**config.mk**
```make
export PLATFORM = sky130hd
export DESIGN_NAME = fmu_mul_unit
export DESIGN_NICKNAME = d
export VERILOG_FILES = /design/src/fmu_pkg.sv /design/src/fmu_mul_unit.sv
export SDC_FILE = /design/constraint.sdc
export NUM_CORES = 2
export LEC_CHECK = 0
export BUFFER_PORTS_ARGS = -buffer_cell sky130_fd_sc_hd__buf_2
export CAP_MARGIN = 20
export CORE_MARGIN = 3
export CORE_UTILIZATION = 58
export CTS_BUF_LIST = sky130_fd_sc_hd__clkbuf_4 sky130_fd_sc_hd__clkbuf_8 sky130_fd_sc_hd__clkbuf_16
export DETAILED_ROUTE_END_ITERATION = 10
export PLACE_DENSITY = 0.87
export SLEW_MARGIN = 20
export SYNTH_ARGS = -nofsm -noshare
export SYNTH_HDL_FRONTEND = slang
export SYNTH_SLANG_ARGS = --single-unit
```
**constraint.sdc**
```tcl
create_clock -name pclk -period 9.37 [get_ports pclk]
set_input_delay 0.4685 -clock pclk [delete_from_list [all_inputs] [get_ports pclk]]
set_output_delay 0.4685 -clock pclk [all_outputs]
set_load 0.005 [all_outputs]
```
**src/fmu_pkg.sv**
```systemverilog
// shared constants and carriers for the float multiply unit
package fmu_pkg;

	localparam logic [7:0] FMU_OPC_MUL       = 8'h1C;
	localparam logic [7:0] FMU_OPC_MUL_FLAGS = 8'h8F;
	localparam logic [2:0] FMU_SLOT_LO       = 3'h2;
	localparam logic [2:0] FMU_SLOT_HI       = 3'h3;
	localparam int         FMU_LATENCY       = 3;

	// exception vector bit positions
	localparam int FMU_B_OFZ = 6;
	localparam int FMU_B_IFZ = 5;
	localparam int FMU_B_INV = 4;
	localparam int FMU_B_OVF = 3;
	localparam int FMU_B_UNF = 2;
	localparam int FMU_B_INX = 1;
	localparam int FMU_B_DBZ = 0;
	localparam int FMU_FLAG_W = 7;

	// status word layout: flags in [6:0], rounding mode in [9:8]
	localparam int FMU_RM_LSB = 8;
	localparam int FMU_RM_MSB = 9;

	// register byte offsets
	localparam logic [11:0] FMU_OFS_PSW      = 12'h000;
	localparam logic [11:0] FMU_OFS_IRQ_STAT = 12'h004;
	localparam logic [11:0] FMU_OFS_IRQ_MASK = 12'h008;

	// interrupt status bits
	localparam int FMU_EV_W    = 3;
	localparam int FMU_EV_WB   = 0;
	localparam int FMU_EV_EXC  = 1;
	localparam int FMU_EV_REFU = 2;

	localparam logic [31:0] FMU_QNAN    = 32'hFFFFFFFF;
	localparam logic [30:0] FMU_MAX_FIN = 31'h7F7FFFFF;
	localparam logic [7:0]  FMU_EXP_MAX = 8'hFF;
	localparam logic [9:0]  FMU_BIAS    = 10'h07F;
	localparam logic signed [9:0] FMU_DENORM_FLOOR = -10'sd22;

	typedef enum logic [1:0] {
		FMU_RM_NEAREST = 2'h0,
		FMU_RM_ZERO    = 2'h1,
		FMU_RM_POS     = 2'h2,
		FMU_RM_NEG     = 2'h3
	} fmu_rmode_t;

	typedef struct packed {
		logic        valid;
		logic [2:0]  slot;
		logic [7:0]  opcode;
		logic        guard_used;
		logic        guard_lsb;
		logic [31:0] first_source_register;
		logic [31:0] second_source_register;
		logic [6:0]  dest;
	} fmu_req_t;

	typedef struct packed {
		logic        valid;
		logic [6:0]  dest;
		logic [31:0] data;
	} fmu_wb_t;

endpackage

```
**src/fmu_mul_unit.sv**
```systemverilog
// single-precision multiply datapath with status word and apb slave
//
// Design decisions made here: the APB register port and the register addresses.
`timescale 1ns/1ps

// Function
// [RULE_01] multiply two single-precision operands and write the product to destination
// [RULE_02] both operations deliver their result three cycles after issue
// [RULE_03] multiply operation decoded from operation code 28
// [RULE_04] multiply-flags operation decoded from operation code 143
// [RULE_05] both operations only accepted in issue slots two and three
// [RULE_06] rounding follows rounding-mode field of the status word
// [RULE_07] denormal input becomes zero and sets input-flush flag in status word
// [RULE_08] denormal product becomes zero and sets output-flush flag in status word
// [RULE_09] each ieee exception of multiply sets its status-word flag
// [RULE_10] status-word flags are sticky; only an explicit status write clears them
// [RULE_11] flag update happens in the same cycle as the destination write
// [RULE_12] simultaneous flag updates are ored together with the old value
// [RULE_13] guarded multiply with false guard changes neither destination nor flags
// [RULE_14] multiply-flags writes the flag vector and leaves status flags alone
// [RULE_15] flag vector layout ofz6 ifz5 inv4 ovf3 unf2 inx1 dbz0, rest zero
// [RULE_16] multiply-flags result marks denormal inputs and denormal product
// [RULE_17] guarded multiply-flags with false guard leaves destination unchanged
// [RULE_18] invalid multiply returns all-ones nan and raises invalid flag
module fmu_mul_unit
	import fmu_pkg::*;
(
	input  wire logic        pclk,
	input  wire logic        presetn,
	input  wire logic        psel,
	input  wire logic        penable,
	input  wire logic        pwrite,
	input  wire logic [11:0] paddr,
	input  wire logic [31:0] pwdata,
	output logic      [31:0] prdata,
	output logic             pready,
	output logic             pslverr,
	input  wire fmu_req_t    req,
	input  wire logic [6:0]  ext_flag_set,
	output fmu_wb_t          wb,
	output logic      [31:0] program_status_word,
	output logic             irq
);

	function automatic logic is_denorm(input logic [31:0] x);
		return (x[30:23] == 8'h00) && (x[22:0] != 23'h0);
	endfunction

	function automatic logic is_zero_exp(input logic [31:0] x);
		return x[30:23] == 8'h00;
	endfunction

	function automatic logic is_inf(input logic [31:0] x);
		return (x[30:23] == FMU_EXP_MAX) && (x[22:0] == 23'h0);
	endfunction

	function automatic logic is_nan(input logic [31:0] x);
		return (x[30:23] == FMU_EXP_MAX) && (x[22:0] != 23'h0);
	endfunction

	// ---------------- issue and stage 1 ----------------
	wire logic slot_ok  = (req.slot == FMU_SLOT_LO) || (req.slot == FMU_SLOT_HI);
	wire logic op_mul   = req.opcode == FMU_OPC_MUL;       // [RULE_03]
	wire logic op_flags = req.opcode == FMU_OPC_MUL_FLAGS; // [RULE_04]
	wire logic accept   = req.valid && slot_ok && (op_mul || op_flags); // [RULE_05]
	wire logic refused  = req.valid && !accept;
	wire logic guard_ok = !req.guard_used || req.guard_lsb; // [RULE_13] [RULE_17]

	logic        s1_valid_r;
	logic        s1_flags_r;
	logic [6:0]  s1_dest_r;
	logic [31:0] s1_a_r;
	logic [31:0] s1_b_r;

	always_ff @(posedge pclk or negedge presetn) begin
		if (!presetn) begin
			s1_valid_r <= 1'b0;
			s1_flags_r <= 1'b0;
			s1_dest_r  <= 7'h00;
			s1_a_r     <= 32'h00000000;
			s1_b_r     <= 32'h00000000;
		end else begin
			s1_valid_r <= accept && guard_ok; // [RULE_13] [RULE_17]
			s1_flags_r <= op_flags;
			s1_dest_r  <= req.dest;
			s1_a_r     <= req.first_source_register;
			s1_b_r     <= req.second_source_register;
		end
	end

	// ---------------- stage 2: classify and multiply ----------------
	wire logic a_dn   = is_denorm(s1_a_r);
	wire logic b_dn   = is_denorm(s1_b_r);
	wire logic a_zero = is_zero_exp(s1_a_r); // [RULE_07]
	wire logic b_zero = is_zero_exp(s1_b_r); // [RULE_07]
	wire logic a_inf  = is_inf(s1_a_r);
	wire logic b_inf  = is_inf(s1_b_r);
	wire logic a_nan  = is_nan(s1_a_r);
	wire logic b_nan  = is_nan(s1_b_r);
	wire logic any_snan = (a_nan && !s1_a_r[22]) || (b_nan && !s1_b_r[22]);
	wire logic inv_mul  = (a_inf && b_zero) || (b_inf && a_zero); // [RULE_18]
	wire logic [47:0] prod = {1'b1, s1_a_r[22:0]} * {1'b1, s1_b_r[22:0]}; // [RULE_01]
	wire logic signed [9:0] exp_sum = $signed({2'b00, s1_a_r[30:23]} + {2'b00, s1_b_r[30:23]}
		- FMU_BIAS);

	logic        s2_valid_r;
	logic        s2_flags_r;
	logic [6:0]  s2_dest_r;
	logic        s2_sign_r;
	logic [47:0] s2_prod_r;
	logic signed [9:0] s2_exp_r;
	logic        s2_nan_r;
	logic        s2_inv_r;
	logic        s2_inf_r;
	logic        s2_zero_r;
	logic        s2_ifz_r;

	always_ff @(posedge pclk or negedge presetn) begin
		if (!presetn) begin
			s2_valid_r <= 1'b0;
			s2_flags_r <= 1'b0;
			s2_dest_r  <= 7'h00;
			s2_sign_r  <= 1'b0;
			s2_prod_r  <= 48'h000000000000;
			s2_exp_r   <= 10'sh000;
			s2_nan_r   <= 1'b0;
			s2_inv_r   <= 1'b0;
			s2_inf_r   <= 1'b0;
			s2_zero_r  <= 1'b0;
			s2_ifz_r   <= 1'b0;
		end else begin
			s2_valid_r <= s1_valid_r;
			s2_flags_r <= s1_flags_r;
			s2_dest_r  <= s1_dest_r;
			s2_sign_r  <= s1_a_r[31] ^ s1_b_r[31];
			s2_prod_r  <= prod;
			s2_exp_r   <= exp_sum;
			s2_nan_r   <= a_nan || b_nan || inv_mul;
			s2_inv_r   <= inv_mul || any_snan; // [RULE_18] [RULE_09]
			s2_inf_r   <= a_inf || b_inf;
			s2_zero_r  <= a_zero || b_zero;
			s2_ifz_r   <= a_dn || b_dn; // [RULE_07] [RULE_16]
		end
	end

	// ---------------- stage 3: normalise, round, pack ----------------
	logic [9:0] psw_r;
	logic [FMU_EV_W-1:0] irq_stat_r;
	logic [FMU_EV_W-1:0] irq_mask_r;
	fmu_rmode_t rmode;
	assign rmode = fmu_rmode_t'(psw_r[FMU_RM_MSB:FMU_RM_LSB]); // [RULE_06]

	wire logic        hi      = s2_prod_r[47];
	wire logic [23:0] mant    = hi ? s2_prod_r[47:24] : s2_prod_r[46:23];
	wire logic [23:0] rest    = hi ? s2_prod_r[23:0] : {s2_prod_r[22:0], 1'b0};
	wire logic signed [9:0] e_n = hi ? s2_exp_r + 10'sd1 : s2_exp_r;
	wire logic        rbit    = rest[23];
	wire logic        sbit    = |rest[22:0];
	wire logic        lost    = rbit || sbit;
	wire logic        rnd_inc = (rmode == FMU_RM_NEAREST) ? (rbit && (sbit || mant[0])) :
		(rmode == FMU_RM_POS) ? (!s2_sign_r && lost) :
		(rmode == FMU_RM_NEG) ? (s2_sign_r && lost) : 1'b0; // [RULE_06]
	wire logic [31:0] packed_sum = {1'b0, e_n[7:0], mant[22:0]} + {31'h0, rnd_inc};
	wire logic        under   = e_n < 10'sd1;
	wire logic        over    = (e_n > 10'sd254) || (packed_sum[30:23] == FMU_EXP_MAX);
	wire logic        to_max  = (rmode == FMU_RM_ZERO) || (rmode == FMU_RM_POS && s2_sign_r)
		|| (rmode == FMU_RM_NEG && !s2_sign_r);

	logic [31:0] res;
	logic [FMU_FLAG_W-1:0] fl;

	always_comb begin
		res = {s2_sign_r, packed_sum[30:0]};
		fl  = '0;
		fl[FMU_B_IFZ] = s2_ifz_r; // [RULE_07] [RULE_16]
		if (s2_nan_r) begin
			res = FMU_QNAN; // [RULE_18]
			fl[FMU_B_INV] = s2_inv_r;
		end else if (s2_inf_r) begin
			res = {s2_sign_r, FMU_EXP_MAX, 23'h000000};
		end else if (s2_zero_r) begin
			res = {s2_sign_r, 31'h00000000};
		end else if (under) begin
			res = 32'h00000000; // [RULE_08]
			fl[FMU_B_UNF] = 1'b1;
			fl[FMU_B_INX] = 1'b1;
			fl[FMU_B_OFZ] = e_n >= FMU_DENORM_FLOOR; // [RULE_08] [RULE_16]
		end else if (over) begin
			res = {s2_sign_r, to_max ? FMU_MAX_FIN : {FMU_EXP_MAX, 23'h000000}};
			fl[FMU_B_OVF] = 1'b1; // [RULE_09]
			fl[FMU_B_INX] = 1'b1;
		end else begin
			fl[FMU_B_INX] = lost; // [RULE_09]
		end
	end

	wire logic [31:0] flag_vec = {25'h0000000, fl}; // [RULE_15]
	wire logic        mul_upd  = s2_valid_r && !s2_flags_r;

	always_ff @(posedge pclk or negedge presetn) begin
		if (!presetn) begin
			wb <= '0;
		end else begin
			wb.valid <= s2_valid_r; // [RULE_02]
			wb.dest  <= s2_dest_r;
			wb.data  <= s2_flags_r ? flag_vec : res; // [RULE_14] [RULE_01]
		end
	end

	// ---------------- apb slave and status word ----------------
	wire logic setup    = psel && !penable;
	wire logic access   = psel && penable && pready;
	wire logic hit_psw  = paddr == FMU_OFS_PSW;
	wire logic hit_stat = paddr == FMU_OFS_IRQ_STAT;
	wire logic hit_mask = paddr == FMU_OFS_IRQ_MASK;
	wire logic mapped   = hit_psw || hit_stat || hit_mask;
	wire logic wr_psw   = access && pwrite && hit_psw;
	wire logic wr_stat  = access && pwrite && hit_stat;
	wire logic wr_mask  = access && pwrite && hit_mask;

	wire logic [31:0] rd_mux = hit_psw ? {22'h000000, psw_r} :
		hit_stat ? {29'h00000000, irq_stat_r} :
		hit_mask ? {29'h00000000, irq_mask_r} : 32'h00000000;

	// hardware sets are ored in after any software write, so a set never gets lost
	wire logic [6:0] hw_set  = ext_flag_set | (mul_upd ? fl : 7'h00); // [RULE_12] [RULE_11]
	wire logic [6:0] fl_base = wr_psw ? pwdata[6:0] : psw_r[6:0]; // [RULE_10]
	wire logic [1:0] rm_nxt  = wr_psw ? pwdata[FMU_RM_MSB:FMU_RM_LSB] : psw_r[FMU_RM_MSB:FMU_RM_LSB];
	wire logic [9:0] psw_nxt = {rm_nxt, 1'b0, fl_base | hw_set}; // [RULE_10] [RULE_12]

	wire logic [FMU_EV_W-1:0] ev = {refused, mul_upd && (fl != 7'h00), s2_valid_r};
	wire logic [FMU_EV_W-1:0] stat_nxt =
		(irq_stat_r & ~(wr_stat ? pwdata[FMU_EV_W-1:0] : '0)) | ev;

	always_ff @(posedge pclk or negedge presetn) begin
		if (!presetn) begin
			psw_r      <= 10'h000;
			irq_stat_r <= '0;
			irq_mask_r <= '0;
			irq        <= 1'b0;
			pready     <= 1'b0;
			pslverr    <= 1'b0;
			prdata     <= 32'h00000000;
		end else begin
			psw_r      <= psw_nxt; // [RULE_11]
			irq_stat_r <= stat_nxt;
			irq_mask_r <= wr_mask ? pwdata[FMU_EV_W-1:0] : irq_mask_r;
			irq        <= |(stat_nxt & (wr_mask ? pwdata[FMU_EV_W-1:0] : irq_mask_r));
			pready     <= setup;
			pslverr    <= setup && !mapped;
			prdata     <= (setup && !pwrite) ? rd_mux : prdata;
		end
	end

	assign program_status_word = {22'h000000, psw_r};
endmodule // fmu_mul_unit

```
== Yosys cells after proc, flatten, opt, wreduce, memory -nomap -nowiden ==
Cells that the tools add are included.
W data, S select, Z words.

* Input bits: 141
* Logic and storage cells: 155
* Output and inout bits: 107
* Register bits: 236

* Reduce and logical (&&, ||, !) cells: 68
* Add/sub/neg operators: 4
* $lt $le $gt $ge: 3
* Multiply operators: 1
* Equality and inequality tests: 12
* Bitwise operators: 7
* Muxes and demuxes: 33

{| class="wikitable"
|+ Operators by type and width
! cell !! number
|-
| $mux W32 || 5
|-
| $mul A24 B24 Y48 || 1
|-
| $mux W24 || 2
|-
| $logic_not A23 Y1 || 2
|-
| $reduce_bool A23 Y1 || 2
|-
| $eq A8 B8 Y1 const B || 4
|-
| $add A31 B1 Y31 || 1
|-
| $mux W31 || 1
|-
| $logic_and A1 B1 Y1 || 30
|-
| $mux W23 || 1
|-
| $reduce_or A23 Y1 || 1
|-
| $mux W3 || 7
|-
| $mux W10 || 2
|-
| $logic_or A1 B1 Y1 || 18
|-
| $logic_not A8 Y1 || 2
|-
| $mux W7 || 2
|-
| $or A7 B7 Y7 || 2
|-
| $mux W1 || 13
|-
| $eq A12 B3 Y1 const B || 1
|-
| $eq A12 B4 Y1 const B || 1
|-
| $logic_not A12 Y1 || 1
|-
| $add A10 B2 Y10 const B || 1
|-
| $ge A10 B6 Y1 const B || 1
|-
| $gt A10 B9 Y1 const B || 1
|-
| 15 further kinds || 26
|}

== Logic depth before layout (Yosys ltp) ==
* Depth after elaboration: 20
* Depth in mapped cells: 27
* Mapped depth without buffers: 25

== Worst setup path before layout ==
OpenSTA, ideal clock, no wires.

* Kind: register -> register
* From: reg s1_a_r[10]
* To: reg s2_prod_r[46]
* Buffers on the path: 2
* Data arrival time: 6.584 ns
* Path slack: 2.660 ns
* Cell stages (with the launch flop): 25
* Setup time: 0.125 ns
* Period minus slack after synthesis: 6.710 ns
* Required time: 9.245 ns
* Cell sequence: dfrtp_1 clkbuf_1 nand2_1 fa_1 fa_1 inv_1 fa_1 inv_1 fa_1 inv_1 fa_1 fa_1 inv_1 fa_1 inv_1 ha_1 clkbuf_1 a211oi_1 nor2_1 o31a_1 o41ai_1 nand3b_1 o31ai_1 a211o_1 nand3_1

* Cells in the longest elaborated chain, start to end: 1

{| class="wikitable"
|+ RTL lines
! item !! line !! source
|-
| start, declared || fmu_mul_unit.sv:72 || <nowiki>logic [31:0] s1_a_r;</nowiki>
|-
| start signal, assigned || fmu_mul_unit.sv:86 || <nowiki>s1_a_r <= req.first_source_register;</nowiki>
|-
| $mul A24 B24 Y48 || fmu_mul_unit.sv:102 || <nowiki>wire logic [47:0] prod = {1'b1, s1_a_r[22:0]} * {1'b1, s1_b_r[22:0]};</nowiki>
|-
| net prod[46] || fmu_mul_unit.sv:102 ||
|-
| end signal, assigned || fmu_mul_unit.sv:136 || <nowiki>s2_prod_r <= prod;</nowiki>
|-
| end, declared || fmu_mul_unit.sv:110 || <nowiki>logic [47:0] s2_prod_r;</nowiki>
|}

The timed path passes the listed nets, and every way through them passes these cells.
A chain may end at the register's enable or synchronous reset.

== Final worst setup path ==
* From: reg s1_a_r[7]
* To: reg s2_prod_r[46]

Same word-level chain as after synthesis.

==> results.sh <==
export IMPL_worst_slew_pin_slew_ns=1.25
export IMPL_final_setup_viol_count=0
export IMPL_yosysSeqAreaShare_pct=19.3
export IMPL_worstPathRequired_ns=9.79
export IMPL_rsz0062_at_grt="false"
export IMPL_outcome="finished, final reports clean"
export IMPL_routedWlPerCell_um=19.8
export IMPL_crit_arrival_ns=8.66
export IMPL_min_path_type="primary input to register"
export IMPL_synth_compound_area_share_pct=5.81
export IMPL_synth_xor_area_share_pct=2.98
export IMPL_htree_levels=1
export IMPL_slew_headroom_pct=16.7
export IMPL_rows=79
export IMPL_synth_top_family_by_area="adder cells"
export IMPL_clock_sinks=213
export IMPL_grt_pass1_vias=22466
export IMPL_syn_to_final_growth_pct=9.19
export IMPL_diodes=0
export IMPL_grt_max_degree=80
export IMPL_critical_path_endpoint_type="register"
export IMPL_drv_cap=0
export IMPL_dpl_hpwl_um=55200
export IMPL_root_buffer="clkbuf_16"
export IMPL_cts_made_buffers=27
export IMPL_worstPathMaxFanout=20
export IMPL_crit_type="register to register"
export IMPL_clk_latency_ns=0.57
export IMPL_synthMuxAreaShare_pct=1.40
export IMPL_port_buffers=177
export IMPL_r2r_start="s1_a_r[7]"
export IMPL_cts_max_path_buffers=3
export IMPL_vias=20963
export IMPL_r2r_cells=25
export IMPL_period_share_pct=87.9
export IMPL_grt_usage_pct=29.6
export IMPL_max_freq_mhz=121
export IMPL_ys_ff_latch=213
export IMPL_grt_ovfl_total=0
export IMPL_drive_gt1_share_pct=9.81
export IMPL_routed_via_density=5.69
export IMPL_start_util_pct=59.1
export IMPL_drtPass1Iterations=6
export IMPL_grt_pass1_wl_um=116000
export IMPL_ys_warn_count=0
export IMPL_netlist_area_sq_um=27700
export IMPL_setup_tns_ns=0
export IMPL_hold_violations=0
export IMPL_period_minus_slack_ns=8.23
export IMPL_ys_flop_type="dfrtp_1"
export IMPL_clkTransAtPathRegs_ns=0.07
export IMPL_drtIter0Drc=1673
export IMPL_min_delay_start="req[33]"
export IMPL_routabilityCongestion=0.951
export IMPL_fin_skew_ns=0.0382
export IMPL_nets=3874
export IMPL_r2r_setup_slack_ns=1.14
export IMPL_drc_errors=0
export IMPL_min_delay_worst_endpoint="s1_b_r[26]"
export IMPL_synth_cell_type_count=78
export IMPL_reg2reg_to="s2_prod_r[46]"
export IMPL_finalWirelength_um=72800
export IMPL_slew_viol_final=0
export IMPL_antenna_left=0
export IMPL_worstHoldPathCells=1
export IMPL_synthSimpleGateAreaFrac_pct=15.7
export IMPL_antenna_found_initial=2
export IMPL_core_area_sq_um=46900
export IMPL_die_width_um=224
export IMPL_syn_avg_cell_area_sq_um=9.52
export IMPL_synth_edf_count=0
export IMPL_io_pins=248
export IMPL_fp_dieH_um=224
export IMPL_dieArea_sq_um=50400
export IMPL_synth_fa_ha_area_share_pct=43.6
export IMPL_startpoint_type="register"
export IMPL_tritoncts="yes"
export IMPL_synth_async_reset_ratio_pct=100
export IMPL_syn_inst=2906
sequential cells by signal, summed over array words and instances (netlist names), 7 cells and up:
signal / flops
prdata: 9
psw_r: 9
s1_a_r: 32
s1_b_r: 32
s1_dest_r: 7
s2_dest_r: 7
s2_exp_r: 10
s2_prod_r: 48
wb: 40
logic make-up after synthesis:
kind of cell	Yosys count
mux	37
buf+inv	775
flops	213
fa+ha+maj	674
compound gates	248
xor+xnor	94
other cells	1
simple gates	864
metal layers:
layer	part of all wire (%)	vias to the layer above	track usage [%]
met5	0	-	0
met4	5.5	0	13.8
met3	11	323	8.03
met2	47	1177	48.7
met1	36	10394	36.6
li1	-	9069	-
cell type report:
type,instances,area (sq um)
clock inverter,14,193
fill,3563,16600
multi-input combinational,1963,19400
tap,607,759
timing repair buffer,245,1470
clock buffer,36,781
inverter,609,2290
sequential,213,5330
through the flow:
stage	std cells	instance area [sq um]	hold slack (ns)	util (%)	setup WS, ns
6_report	3687	30200	0.0287	64.5	1.14
5_1_grt	3687	30200	0.00738	64.5	0.811
4_1_cts	3687	30200	0.000177	64.5	1.26
3_5_place_dp	3613	29000	0.336	61.9	1.30
3_3_place_gp	3613	29000	0.331	61.9	1.41
2_1_floorplan	2951	27800	0.173	-	2.66
placed cells by master, fill, tap and decap left out, types with 7 or more instances in the layout:
cell           count
a211oi_1          12
a21o_1            20
a21oi_1           84
a221oi_1           7
and2_1           259
and3_1             9
buf_2            176
buf_4             44
clkbuf_16         27
conb_1            46
dfrtp_1          212
dlygate4sd3_1     24
fa_1             483
ha_1             191
inv_1            605
mux2_2            12
mux2i_1           24
nand2_1          331
nand2b_1           9
nand3_1           36
nand4_1           26
nor2_1           107
nor2b_1           13
nor3_1            19
nor4_1            24
o21ai_0           42
o21bai_1          10
o31ai_1            8
xnor2_1           59
xor2_1            35
critical path, cell delays in order, from the launching register on:
cell	delay, ns
dfrtp_1	0.75
inv_1	0.58
nor2_1	0.12
fa_1	0.56
inv_1	0.05
fa_1	0.49
inv_1	0.06
fa_1	0.49
inv_1	0.05
fa_1	0.53
inv_1	0.05
fa_1	0.45
fa_1	0.50
inv_1	0.06
fa_1	0.47
inv_1	0.04
ha_1	0.37
a211oi_1	0.27
nor2_1	0.12
o31ai_1	0.22
a211oi_1	0.14
o41ai_1	0.66
nand3b_1	0.33
o31ai_1	0.45
a211o_1	0.18
nand3_1	0.07
synthesized netlist by cell type, types with 3 or more instances:
cell type	count	area, sq um
a211o_1	5	43.8
a211oi_1	12	90.1
a21boi_0	4	30.0
a21o_1	20	150
a21oi_1	84	420
a221oi_1	7	61.3
a31oi_1	6	37.5
and2_1	259	1620
and3_1	9	56.3
and4_1	5	43.8
buf_1	3	11.3
buf_2	6	30.0
buf_4	46	345
buf_6	4	45.0
clkbuf_1	107	402
clkinv_1	4	15.0
dfrtp_1	213	5330
fa_1	483	9670
ha_1	191	2390
inv_1	605	2270
mux2_2	12	135
mux2i_1	24	240
nand2_1	331	1240
nand2b_1	9	56.3
nand3_1	36	180
nand4_1	26	163
nor2_1	107	402
nor2b_1	13	81.3
nor3_1	19	95.1
nor3b_1	5	37.5
nor4_1	25	156
o211ai_1	6	45.0
o21a_1	4	30.0
o21ai_0	42	210
o21ai_1	4	20.0
o21bai_1	10	75.1
o22ai_1	6	37.5
o31a_1	3	26.3
o31ai_1	8	60.1
or4_1	3	22.5
xnor2_1	59	517
xor2_1	35	307
what timing repair did:
item	in CTS	in global routing
setup buffers	0	0
hold buffers	24	0
endpoints found under the hold margin	89	0
endpoints found under the setup margin	0	0
gates resized for setup	0	0
worst max-delay path by stage:
| stage | from | slack, ns | to | depth (start not counted) |
|---|---|---|---|---|
| 5_1_grt | s1_a_r[7] | 0.81 | s2_prod_r[46] | 25 |
| 6_report | s1_a_r[7] | 1.14 | s2_prod_r[46] | 25 |
| 3_5_place_dp | s1_a_r[7] | 1.30 | s2_prod_r[46] | 25 |
| 3_3_place_gp | s1_a_r[7] | 1.41 | s2_prod_r[46] | 25 |
| 2_1_floorplan | s1_a_r[10] | 2.66 | s2_prod_r[46] | 24 |
| 4_1_cts | s1_a_r[7] | 1.26 | s2_prod_r[46] | 25 |
Power is not shown: default switching activity piles up to over one toggle a cycle in this logic, so the estimate is an artifact.
